<file path="config.mk">
export PLATFORM = sky130hd
export DESIGN_NAME = chl_host
export DESIGN_NICKNAME = d
export VERILOG_FILES = /design/src/chl_pkg.sv /design/src/chl_fifo.sv /design/src/chl_host.sv
export SDC_FILE = /design/constraint.sdc
export NUM_CORES = 1
export LEC_CHECK = 0
export BUFFER_PORTS_ARGS = -buffer_cell sky130_fd_sc_hd__buf_2
export CAP_MARGIN = 20
export CORE_ASPECT_RATIO = 1.4
export CORE_MARGIN = 5
export CORE_UTILIZATION = 24
export CTS_CLUSTER_SIZE = 30
export DETAILED_ROUTE_END_ITERATION = 7
export PLACE_DENSITY = 0.35
export SETUP_SLACK_MARGIN = 0.05
export SLEW_MARGIN = 10
export SYNTH_ARGS = -nofsm -noshare
export SYNTH_HDL_FRONTEND = slang
export SYNTH_HIERARCHICAL = 1
export SYNTH_SLANG_ARGS = --single-unit
</file>
<file path="constraint.sdc">
create_clock -name mclk -period 2.4 [get_ports mclk]
set_input_delay 0 -clock mclk [delete_from_list [all_inputs] [get_ports mclk]]
set_output_delay 0 -clock mclk [all_outputs]
set_load 0.01 [all_outputs]
</file>
<file path="src/chl_pkg.sv">
// Shared constants and types for the card link host controller.
// Assumes a 20 MHz system clock; all link timing derives from it.
package chl_pkg;

   // System clock and serial clock periods, in nanoseconds
   localparam int MCLK_PERIOD_NS = 50;
   localparam int SCLK_PERIOD_NS = 400;

   // Serial bit time in system clocks, and the rising-edge position
   localparam int SCLK_DIV = SCLK_PERIOD_NS / MCLK_PERIOD_NS;
   localparam logic [2:0] DIV_LAST = 3'(SCLK_DIV - 1);
   localparam logic [2:0] SAMPLE_RISE = 3'(SCLK_DIV / 2);
   localparam logic [2:0] DIV_RST = 3'h0;

   // Bits per byte and last bit index of a byte
   localparam int BYTE_W = 8;
   localparam logic [2:0] BIT_LAST = 3'h7;

   // Bit times to wait for card ready in the handshake state
   localparam logic [7:0] HSK_TMO_LAST = 8'h3F;

   // Receive FIFO depth in bytes
   localparam int RX_FIFO_DEPTH = 16;

   // Levels of the bus-state line; one and three high, zero low, two low in four-state mode and high in two-state mode
   localparam logic BS_LOW = 1'b0;
   localparam logic BS_HIGH = 1'b1;

   // Values held while idle and after reset
   localparam logic SCLK_RST = 1'b0;
   localparam logic SDO_RST = 1'b1;

   // Packet sequencer phases; each names the bus state it occupies
   typedef enum logic [1:0] {
      PH_STATE0,
      PH_STATE1,
      PH_STATE2,
      PH_STATE3
   } chl_phase_e;

endpackage : chl_pkg

</file>
<file path="src/chl_fifo.sv">
// Byte FIFO with valid and ready on both sides.
// Assumes a synchronous, already released active-low reset.
`timescale 1ns/1ps
module chl_fifo #(
   parameter int WIDTH = 8,
   parameter int DEPTH = 16
) (
   input wire logic clk,
   input wire logic rst_n,
   input wire logic in_valid,
   output logic in_ready,
   input wire logic [WIDTH-1:0] in_data,
   output logic out_valid,
   input wire logic out_ready,
   output logic [WIDTH-1:0] out_data
);
   localparam int AW = $clog2(DEPTH);

   typedef struct packed {
      logic [DEPTH-1:0][WIDTH-1:0] mem;
      logic [AW:0] wr;
      logic [AW:0] rd;
   } chl_fifo_s;

   chl_fifo_s q;
   chl_fifo_s d;
   logic full;
   logic empty;

   // Extra pointer bit tells full from empty
   assign empty = (q.wr == q.rd);
   assign full = (q.wr[AW-1:0] == q.rd[AW-1:0]) && (q.wr[AW] != q.rd[AW]);
   assign in_ready = !full;
   assign out_valid = !empty;
   assign out_data = q.mem[q.rd[AW-1:0]];

   // Push and pop may happen in the same cycle
   always_comb
   begin
      d = q;
      if (in_valid && !full)
      begin
         d.mem[q.wr[AW-1:0]] = in_data;
         d.wr = q.wr + 1'b1;
      end
      if (out_ready && !empty)
      begin
         d.rd = q.rd + 1'b1;
      end
   end

   always_ff @(posedge clk)
   begin
      if (!rst_n)
      begin
         q <= '0;
      end
      else
      begin
         q <= d;
      end
   end

endmodule : chl_fifo

</file>
<file path="src/chl_host.sv">
// Host end of a three-wire card link: bus-state line, serial data line
// and serial clock. Packet sequencing, bit engine and receive buffer.
// Assumes commands and transmit bytes come from logic on mclk; the data
// pin is resolved outside from the output enable.
`timescale 1ns/1ps

module chl_host (
   input wire logic mclk,
   input wire logic arst_n,
   input wire logic receive_edge_select,
   input wire logic cmd_valid,
   output logic cmd_ready,
   input wire logic cmd_write,
   input wire logic [7:0] cmd_tpc,
   input wire logic [7:0] cmd_len,
   input wire logic [7:0] tx_data,
   input wire logic tx_valid,
   output logic tx_ready,
   output logic [7:0] rx_data,
   output logic rx_valid,
   input wire logic rx_ready,
   input wire logic mode_restore,
   output logic two_state_mode,
   output logic busy,
   output logic done,
   output logic error,
   output logic bus_state_line,
   output logic serial_clock_out,
   input wire logic serial_data_line_i,
   output logic serial_data_line_o,
   output logic serial_data_line_oe
);

   typedef struct packed {
      chl_pkg::chl_phase_e phase;
      logic two_st;
      logic write;
      logic load;
      logic [2:0] div;
      logic [2:0] bitc;
      logic [7:0] bytec;
      logic [7:0] len;
      logic [7:0] shreg;
      logic [7:0] tmo;
      logic rdy;
      logic sync1;
      logic sync2;
      logic sclk;
      logic bs;
      logic sdo;
      logic sdoe;
      logic done;
      logic err;
   } chl_state_s;

   chl_state_s q;
   chl_state_s d;
   logic [1:0] rst_sync_q;
   logic rst_n;
   logic fifo_in_ready;
   logic push;
   logic [7:0] push_data;
   logic stall;
   logic run;
   logic bit_end;
   logic sample;
   logic pkt_end;
   logic card_ready;
   logic [7:0] smp_byte;

   // Reset released through two flops; assertion stays asynchronous
   always_ff @(posedge mclk or negedge arst_n)
   begin
      if (!arst_n)
      begin
         rst_sync_q <= 2'h0;
      end
      else
      begin
         rst_sync_q <= {rst_sync_q[0], 1'b1};
      end
   end
   assign rst_n = rst_sync_q[1];

   // Received bytes wait here; a full buffer halts the serial clock
   chl_fifo #(
      .WIDTH(chl_pkg::BYTE_W),
      .DEPTH(chl_pkg::RX_FIFO_DEPTH)
   ) u_rx_fifo (
      .clk(mclk),
      .rst_n(rst_n),
      .in_valid(push),
      .in_ready(fifo_in_ready),
      .in_data(push_data),
      .out_valid(rx_valid),
      .out_ready(rx_ready),
      .out_data(rx_data)
   );

   assign cmd_ready = (q.phase == chl_pkg::PH_STATE0);
   assign busy = (q.phase != chl_pkg::PH_STATE0);
   assign two_state_mode = q.two_st;
   assign done = q.done;
   assign error = q.err;
   assign bus_state_line = q.bs;
   assign serial_clock_out = q.sclk;
   assign serial_data_line_o = q.sdo;
   assign serial_data_line_oe = q.sdoe;

   // Clock halts low at a byte start when data or room is missing
   assign stall = (q.phase == chl_pkg::PH_STATE2) && q.load &&
                  (q.write ? !tx_valid : !fifo_in_ready);
   assign run = (q.phase != chl_pkg::PH_STATE0) && !stall;
   assign bit_end = run && (q.div == chl_pkg::DIV_LAST);
   assign sample = run && (q.div == (receive_edge_select ?
                   chl_pkg::DIV_LAST : chl_pkg::SAMPLE_RISE));
   assign smp_byte = {q.shreg[6:0], q.sync2};
   // Late sample coincides with bit end, so use the live value
   assign card_ready = receive_edge_select ? q.sync2 : q.rdy;

   // Sequencer, bit engine and divider in one next-state process
   always_comb
   begin
      d = q;
      d.done = 1'b0;
      d.err = 1'b0;
      tx_ready = 1'b0;
      push = 1'b0;
      push_data = q.shreg;
      pkt_end = 1'b0;
      // Data pin input passes two flops before use
      d.sync1 = serial_data_line_i;
      d.sync2 = q.sync1;

      // Input sampling for read data and card ready
      if (sample && (q.phase == chl_pkg::PH_STATE2) && !q.write)
      begin
         d.shreg = smp_byte;
      end
      if (sample && (q.phase == chl_pkg::PH_STATE3))
      begin
         d.rdy = q.sync2;
      end

      unique case (q.phase)
         chl_pkg::PH_STATE0:
         begin
            d.bs = chl_pkg::BS_LOW;
            d.sdoe = 1'b0;
            d.sdo = chl_pkg::SDO_RST;
            if (mode_restore)
            begin
               d.two_st = 1'b0;
            end
            if (cmd_valid)
            begin
               d.phase = chl_pkg::PH_STATE1;
               d.bs = chl_pkg::BS_HIGH;
               d.shreg = cmd_tpc;
               d.sdo = cmd_tpc[7];
               d.sdoe = 1'b1;
               d.write = cmd_write;
               d.len = cmd_len;
               d.bitc = 3'h0;
               d.bytec = 8'h00;
               d.tmo = 8'h00;
            end
         end
         chl_pkg::PH_STATE1:
         begin
            // Command byte, most significant bit first
            if (bit_end)
            begin
               if (q.bitc == chl_pkg::BIT_LAST)
               begin
                  d.bitc = 3'h0;
                  if (q.len == 8'h00)
                  begin
                     pkt_end = 1'b1;
                  end
                  else
                  begin
                     d.phase = chl_pkg::PH_STATE2;
                     d.bs = q.two_st ? chl_pkg::BS_HIGH : chl_pkg::BS_LOW;
                     d.sdoe = q.write;
                     d.load = 1'b1;
                  end
               end
               else
               begin
                  d.bitc = q.bitc + 3'h1;
                  d.shreg = {q.shreg[6:0], 1'b0};
                  d.sdo = q.shreg[6];
               end
            end
         end
         chl_pkg::PH_STATE2:
         begin
            // Byte start: take a transmit byte or claim buffer room
            if (q.load && !stall)
            begin
               d.load = 1'b0;
               if (q.write)
               begin
                  tx_ready = 1'b1;
                  d.shreg = tx_data;
                  d.sdo = tx_data[7];
               end
            end
            if (bit_end)
            begin
               if (q.bitc == chl_pkg::BIT_LAST)
               begin
                  d.bitc = 3'h0;
                  if (!q.write)
                  begin
                     push = 1'b1;
                     push_data = receive_edge_select ? smp_byte : q.shreg;
                  end
                  if (q.bytec == q.len - 8'h01)
                  begin
                     pkt_end = 1'b1;
                  end
                  else
                  begin
                     d.bytec = q.bytec + 8'h01;
                     d.load = 1'b1;
                  end
               end
               else
               begin
                  d.bitc = q.bitc + 3'h1;
                  if (q.write)
                  begin
                     d.shreg = {q.shreg[6:0], 1'b0};
                     d.sdo = q.shreg[6];
                  end
               end
            end
         end
         chl_pkg::PH_STATE3:
         begin
            // Handshake: card pulls data high when ready
            if (bit_end)
            begin
               if (card_ready)
               begin
                  d.phase = chl_pkg::PH_STATE0;
                  d.bs = chl_pkg::BS_LOW;
                  d.done = 1'b1;
               end
               else if (q.tmo == chl_pkg::HSK_TMO_LAST)
               begin
                  d.phase = chl_pkg::PH_STATE0;
                  d.bs = chl_pkg::BS_LOW;
                  d.two_st = 1'b1;
                  d.err = 1'b1;
               end
               else
               begin
                  d.tmo = q.tmo + 8'h01;
               end
            end
         end
      endcase

      if (pkt_end)
      begin
         d.sdoe = 1'b0;
         d.sdo = chl_pkg::SDO_RST;
         if (q.two_st)
         begin
            d.phase = chl_pkg::PH_STATE0;
            d.bs = chl_pkg::BS_LOW;
            d.done = 1'b1;
         end
         else
         begin
            d.phase = chl_pkg::PH_STATE3;
            d.bs = chl_pkg::BS_HIGH;
            d.tmo = 8'h00;
            d.rdy = 1'b0;
         end
      end

      // clock low half first; state and data move at its fall
      if (run)
      begin
         d.div = (q.div == chl_pkg::DIV_LAST) ? chl_pkg::DIV_RST :
                 q.div + 3'h1;
      end
      else if (q.phase == chl_pkg::PH_STATE0)
      begin
         d.div = chl_pkg::DIV_RST;
      end
      d.sclk = (d.div >= chl_pkg::SAMPLE_RISE);
   end

   // Whole controller state registered at once
   always_ff @(posedge mclk or negedge rst_n)
   begin
      if (!rst_n)
      begin
         q <= '0;
         q.phase <= chl_pkg::PH_STATE0;
         q.sclk <= chl_pkg::SCLK_RST;
         q.bs <= chl_pkg::BS_LOW;
         q.sdo <= chl_pkg::SDO_RST;
         q.div <= chl_pkg::DIV_RST;
      end
      else
      begin
         q <= d;
      end
   end

endmodule : chl_host

</file>
After elaboration in Yosys (flattened, before gate mapping)
Cells that the tools add are included.
- bitwise gates (word level): 0
- add/sub/neg operators: 7
- equality and inequality tests: 29
- $lt $le $gt $ge: 4
- reductions and logical operators: 37
- multiply operators: 0
- mux-type cells: 102
- shift operators: 0
- divide/modulo/power cells: 0
- operators by type and width (cell ; count):
    8-bit 2-to-1 mux ; 20
    128-bit bitwise mux ; 1
    1-bit 2-to-1 mux ; 44
    35-bit 2-to-1 mux ; 1
    8-bit binary-select mux with 4-bit select ; 1
    8-bit demux with 4-bit select ; 1
    8-bit one-hot mux with 2 select lines ; 2
    3-bit 2-to-1 mux ; 9
    8-bit one-hot mux with 3 select lines ; 1
    2-bit 2-to-1 mux ; 10
    9-bit 2-to-1 mux ; 2
    8-bit by 1-bit adder with 8-bit output, second input constant ; 2
    2-bit != test, second input constant ; 8
    3-bit != test, second input constant ; 5
    1-bit logical AND ; 13
    4-bit AND reduction ; 3
    11-bit 2-to-1 mux ; 1
    5-bit by 1-bit adder with 5-bit output, second input constant ; 2
    4-bit by 5-bit less-than comparator with 1-bit output, second input constant ; 2
    5-bit AND reduction ; 2
    3-bit one-hot mux with 3 select lines ; 1
    8-bit by 6-bit == test with 1-bit output, second input constant ; 1
    8-bit == test ; 1
    8-bit logical NOT ; 1
    other kinds (27) ; 45
- register bits after elaboration: 192
- bits in latches: 0
- bits in read-only memories: 0
- memories kept: 0
- bits of input ports: 33
- bits in writable memories: 0
- output and inout port bits: 19
- word-level logic and storage cells: 217

Longest topological paths before layout
- word-level depth: 16
- mapped depth: 14
- mapped depth without buffers: 11

Modules after synthesis
The synthesis kept the hierarchy.
- modules (own cells, without submodules) (module ; seq. area each (µm²) ; area an instance (µm²) ; cells an instance ; instances):
    chl_fifo ; 2762.6 ; 6394.9 ; 605 ; 1
    chl_host ; 1327.5 ; 3966.3 ; 482 ; 1

Least setup slack after synthesis
OpenSTA, ideal clock, no wires.
- kind: flip-flop to flip-flop
- from: reg u_rx_fifo/q[0] (netlist bit)
- to: reg u_rx_fifo/q[41] (netlist bit)
- cell stages (with the launch flop): 15
- arrival time: 3276 ps
- library setup time: 146 ps
- slack: -1022 ps
- period minus slack after synthesis: 3422 ps
- data required time: 2254 ps
- path through: dfxtp_1 buf_6 xor2_2 nor4_4 buf_4 nand2_1 mux2i_1 a21oi_1 nand2_1 nor2_1 nand2_1 mux2_2 nand2_1 clkbuf_1 mux2i_1
- longest elaborated chain between the ends: 10
- elaborated cells between the ends (all ways): 14
- those cells by class: eq/ne: 1; mux: 6; reduce/logical: 7
- RTL lines (element ; RTL line ; text):
    start, declared ; chl_fifo.sv:25 ; chl_fifo_s q;
    start signal, assigned ; chl_fifo.sv:56 ; q <= '0;
    start signal, assigned ; chl_fifo.sv:60 ; q <= d;
    4-bit == test ; chl_fifo.sv:32 ; assign full = (q.wr[AW-1:0] == q.rd[AW-1:0]) && (q.wr[AW] != q.rd[AW]);
    1-bit logical AND ; chl_fifo.sv:32 ;
    1-bit 2-to-1 mux ; chl_host.sv:112 ; (q.write ? !tx_valid : !fifo_in_ready);
    1-bit logical AND ; chl_host.sv:111 ; assign stall = (q.phase == chl_pkg::PH_STATE2) && q.load &&
    1-bit logical NOT ; chl_host.sv:113 ; assign run = (q.phase != chl_pkg::PH_STATE0) && !stall;
    1-bit logical AND ; chl_host.sv:113 ;
    1-bit logical AND ; chl_host.sv:114 ; assign bit_end = run && (q.div == chl_pkg::DIV_LAST);
    1-bit 2-to-1 mux ; chl_host.sv:210 ; if (bit_end)
    1-bit 2-to-1 mux ; chl_host.sv:145 ; unique case (q.phase)
    via push ; chl_host.sv:61 ; logic push;
    1-bit logical AND ; chl_fifo.sv:41 ; if (in_valid && !full)
The timed path passes the listed nets, and every way through them passes these cells.
A chain may end at the register's enable or synchronous reset.

==> key figures <==
Clocking
  • Max H-tree Level: 4
  • Num CTS Buffers: 17
  • Clock sinks: 191
  • Clock root cell: clkbuf_16
  • Max clock buf depth: 2
  • CTS clk-pin slew, worst paths: 0.08 ns
  • TritonCTS clock tree: built
  • Clock latency on the worst-skew pair: 0.47 ns

Layout
  • Reg area: just over 0.004 mm²
  • Layout cells sized above 1: 0.326
  • Finished Layout Cells: 1834
  • Nets: about 1300
  • Final core occ: 0.331
  • Footprint of the multi-input gates: 0.00676 mm²
  • Area delta synth->final: 37.0%
  • N_diodes: 0
  • Fill count: ~4400

Placement
  • Placed cell count: 1747
  • Detailed placement HPWL: 23400 µm
  • Dpl ws: -0.240 ns
  • Number of I/O port buffers: 51
  • Routability Congestion: 0.800

Yosys
  • Largest area contributor in the netlist: dfxtp_1
  • Top post-synthesis cells by area: dfxtp_1 (27%), mux2i_1 (15%), dfrtp_1 (13%)
  • Post-synth EDFFs: 0
  • Syn. warnings: 6
  • Netlist cell types: 78
  • Synth top cells by count: nand2_1 (221), mux2i_1 (152), dfxtp_1 (138)
  • Share of the synthesized area in the top cell type: 0.267
  • Most frequent cell after synthesis: nand2_1
  • Async set or reset register ratio after synthesis: 0.277
  • Seq/Total Area, Yosys: 0.395
  • Synthesized cell area: a little over 0.01 mm²
  • Synth Instances: 1087
  • Syn_area_per_cell: ~9.5 µm²
  • Syn_nets: ~1100
  • #FFs+latches synth: between 150 and 200
  • Synth Flop Type: dfxtp_1

Timing
  • Final period util: 1.04
  • Final setup fails: 116
  • Setup ws final: -0.106 ns
  • Fmax: 399 MHz
  • Post-layout minimum cycle time: 2.51 ns
  • Worst slew pin tran: 1.11 ns
  • Worst relative slew slack: 0.258
  • RSZ-0062 raised after global routing: true
  • TNS Setup: -2.18 ns
  • Max-slew violation count: 0
  • Final Hold Viols: 0
  • Hold_ws: approximately 0.027 ns
  • Setup Skew: 0.0174 ns

Setup path
  • CP cell instances: inv_2 -> ha_4 -> or4b_4 -> or3_4 -> a22oi_2 -> and4_4 -> buf_4 -> nor2_4 -> mux2_4
  • WP data required: 2.74 ns
  • CP max stage delay: 0.46 ns
  • CP max FO: 6
  • Slowest CP cell: or4b_4
  • Crit Path Class: reg -> reg
  • Path depth of the worst reg2reg path: 9
  • Number of cells on the critical path: 9
  • CP bufs+invs: 2
  • Delay-heaviest family, CP: simple AND/OR/NAND/NOR gates
  • Critical path origin: q[26]
  • Setup crit start kind: register
  • Reg-to-reg critical path startpoint: q[26]
  • CP arrival: approximately 2.9 ns
  • Worst reg-to-reg setup slack: -0.11 ns
  • Setup crit end kind: register

Routing
  • Detailed Route WL: 34700 µm
  • Starting DRT DRC Count: 387
  • Vias post-DR: between 8000 and 9000
  • DR vias/cell: 4.81
  • DR WL/cell: between 15 and 20 µm
  • Remaining DRCs: 0
  • Post-DRT Antenna Nets: 0
  • Drt pass-1 iters: 4

Die
  • Chip Width: 186 µm
  • Die area: 0.0475 mm²
  • Core ar.: between 0.04 and 0.05 mm²
  • Top-level I/O count: 52
  • Die Span Y: about 260 µm
  • Initial core utilization: 0.241
  • Site Rows: 90

GRT
  • Total GRT Usage: 0.145
  • Pin count of the biggest net entering global routing: 59
  • Global-route wire length before repair: approximately 54000 µm
  • Initial antenna violation count: 0
  • Remaining global-route overflow: 0
  • Vias in the first global route: 9249

Worst hold path
  • Hold WC Path Type: in -> reg
  • Hold Crit Start: tx_data[6]
  • Hold Crit Depth: 5

Pwr
  • Worst VDD drop: 0.000536 V
  • Leakage: 5.16 nW
  • Power Density: 788 mW/mm²

Job
  • Max cap viols: 0

Outcome
  • Failing checks: setup timing
  • Outcome: finished, violations left
[tightest hold or removal path, cell delays in order]
cell	delay, ns
buf_2	0.11
nand3_1	0.07
a21oi_1	0.07
o22ai_1	0.13
a21oi_1	0.08
[per-layer routing]
metal | track usage | vias up | wire length [µm]
met3 | 0.0226 | 35 | 847
li1 | - | 4285 | -
met4 | 0.0456 | 0 | 699
met2 | 0.260 | 132 | 18600
met5 | 0 | - | 0
met1 | 0.177 | 4371 | 14600
[registers in the layout, indices dropped and copies added (netlist names)]
register and cells:
serial_data_line_o 1, q 44, two_state_mode 1, error 1
serial_data_line_oe 1, done 1, d 1, u_rx_fifo/q 138
rst_sync_q 2, bus_state_line 1
[where the power goes]
part	total (mW)	leakage [nW]	switching, mW	internal, mW
logic	4.45	3.06	2.48	1.97
clock network	2.97	0.293	1.55	1.42
registers	3.76	1.81	0.332	3.43
total	11.2	5.16	4.36	6.82
[what timing repair did]
item                                   CTS  global route
endpoints found under the hold margin   24             0
buffers inserted                         7            18
resized for setup                       85            49
hold buffers                            21             0
pin swaps                               38            33
cloned                                   5             5
setup endpoints to repair              169           170
[kinds of logic (layout without fill, tap and decap cells)]
family          Yosys count  after routing  share of synthesized area
flops                   191            191                      0.395
fa+ha+maj                16             16                     0.0193
mux                     203            203                      0.237
simple gates            383            390                      0.172
xor+xnor                 14             14                     0.0126
compound gates          188            188                      0.125
buf+inv                  91            279                     0.0390
other cells               1              1                   0.000362
[cell type report]
type | instances | area share
clock buffer | 17 | 0.0300
clock inverter | 15 | 0.0132
inverter | 19 | 0.00503
multi-input combinational | 812 | 0.476
sequential | 191 | 0.289
tap | 552 | 0.0487
timing repair buffer | 228 | 0.138
[per-stage QoR]
stage,instance area (µm²),total power [mW]
4_1_cts,13700,11.1
2_1_floorplan,10700,5.91
5_1_grt,14200,11.9
3_5_place_dp,12300,7.58
3_3_place_gp,12300,7.62
6_report,14200,11.2
[final timing paths]
check	endpoint
max in group asynchronous	serial_data_line_o
min in group asynchronous	rst_sync_q[1]
worst max-delay path	q[33]
worst min-delay path	q[23]
worst max register to register	q[33]
worst min register to register	rst_sync_q[1]
[cells in the final DEF (no fill, tap or decap), drive strengths merged, types with 10 or more instances in the layout]
cell and instances:
mux2i 152, dfrtp 52, a21oi 69, mux2 19, clkbuf 20, o21ai 29, dlygate4sd3 21, inv 26
dfxtp 138, buf 204, nor2b 14, a211oi 14, nand4 10, nand2 228, nor3 11, ha 16
nand2b 11, nor2 37, mux4 32, nand3 29
Note: power is estimated with default switching activity, not from simulation.
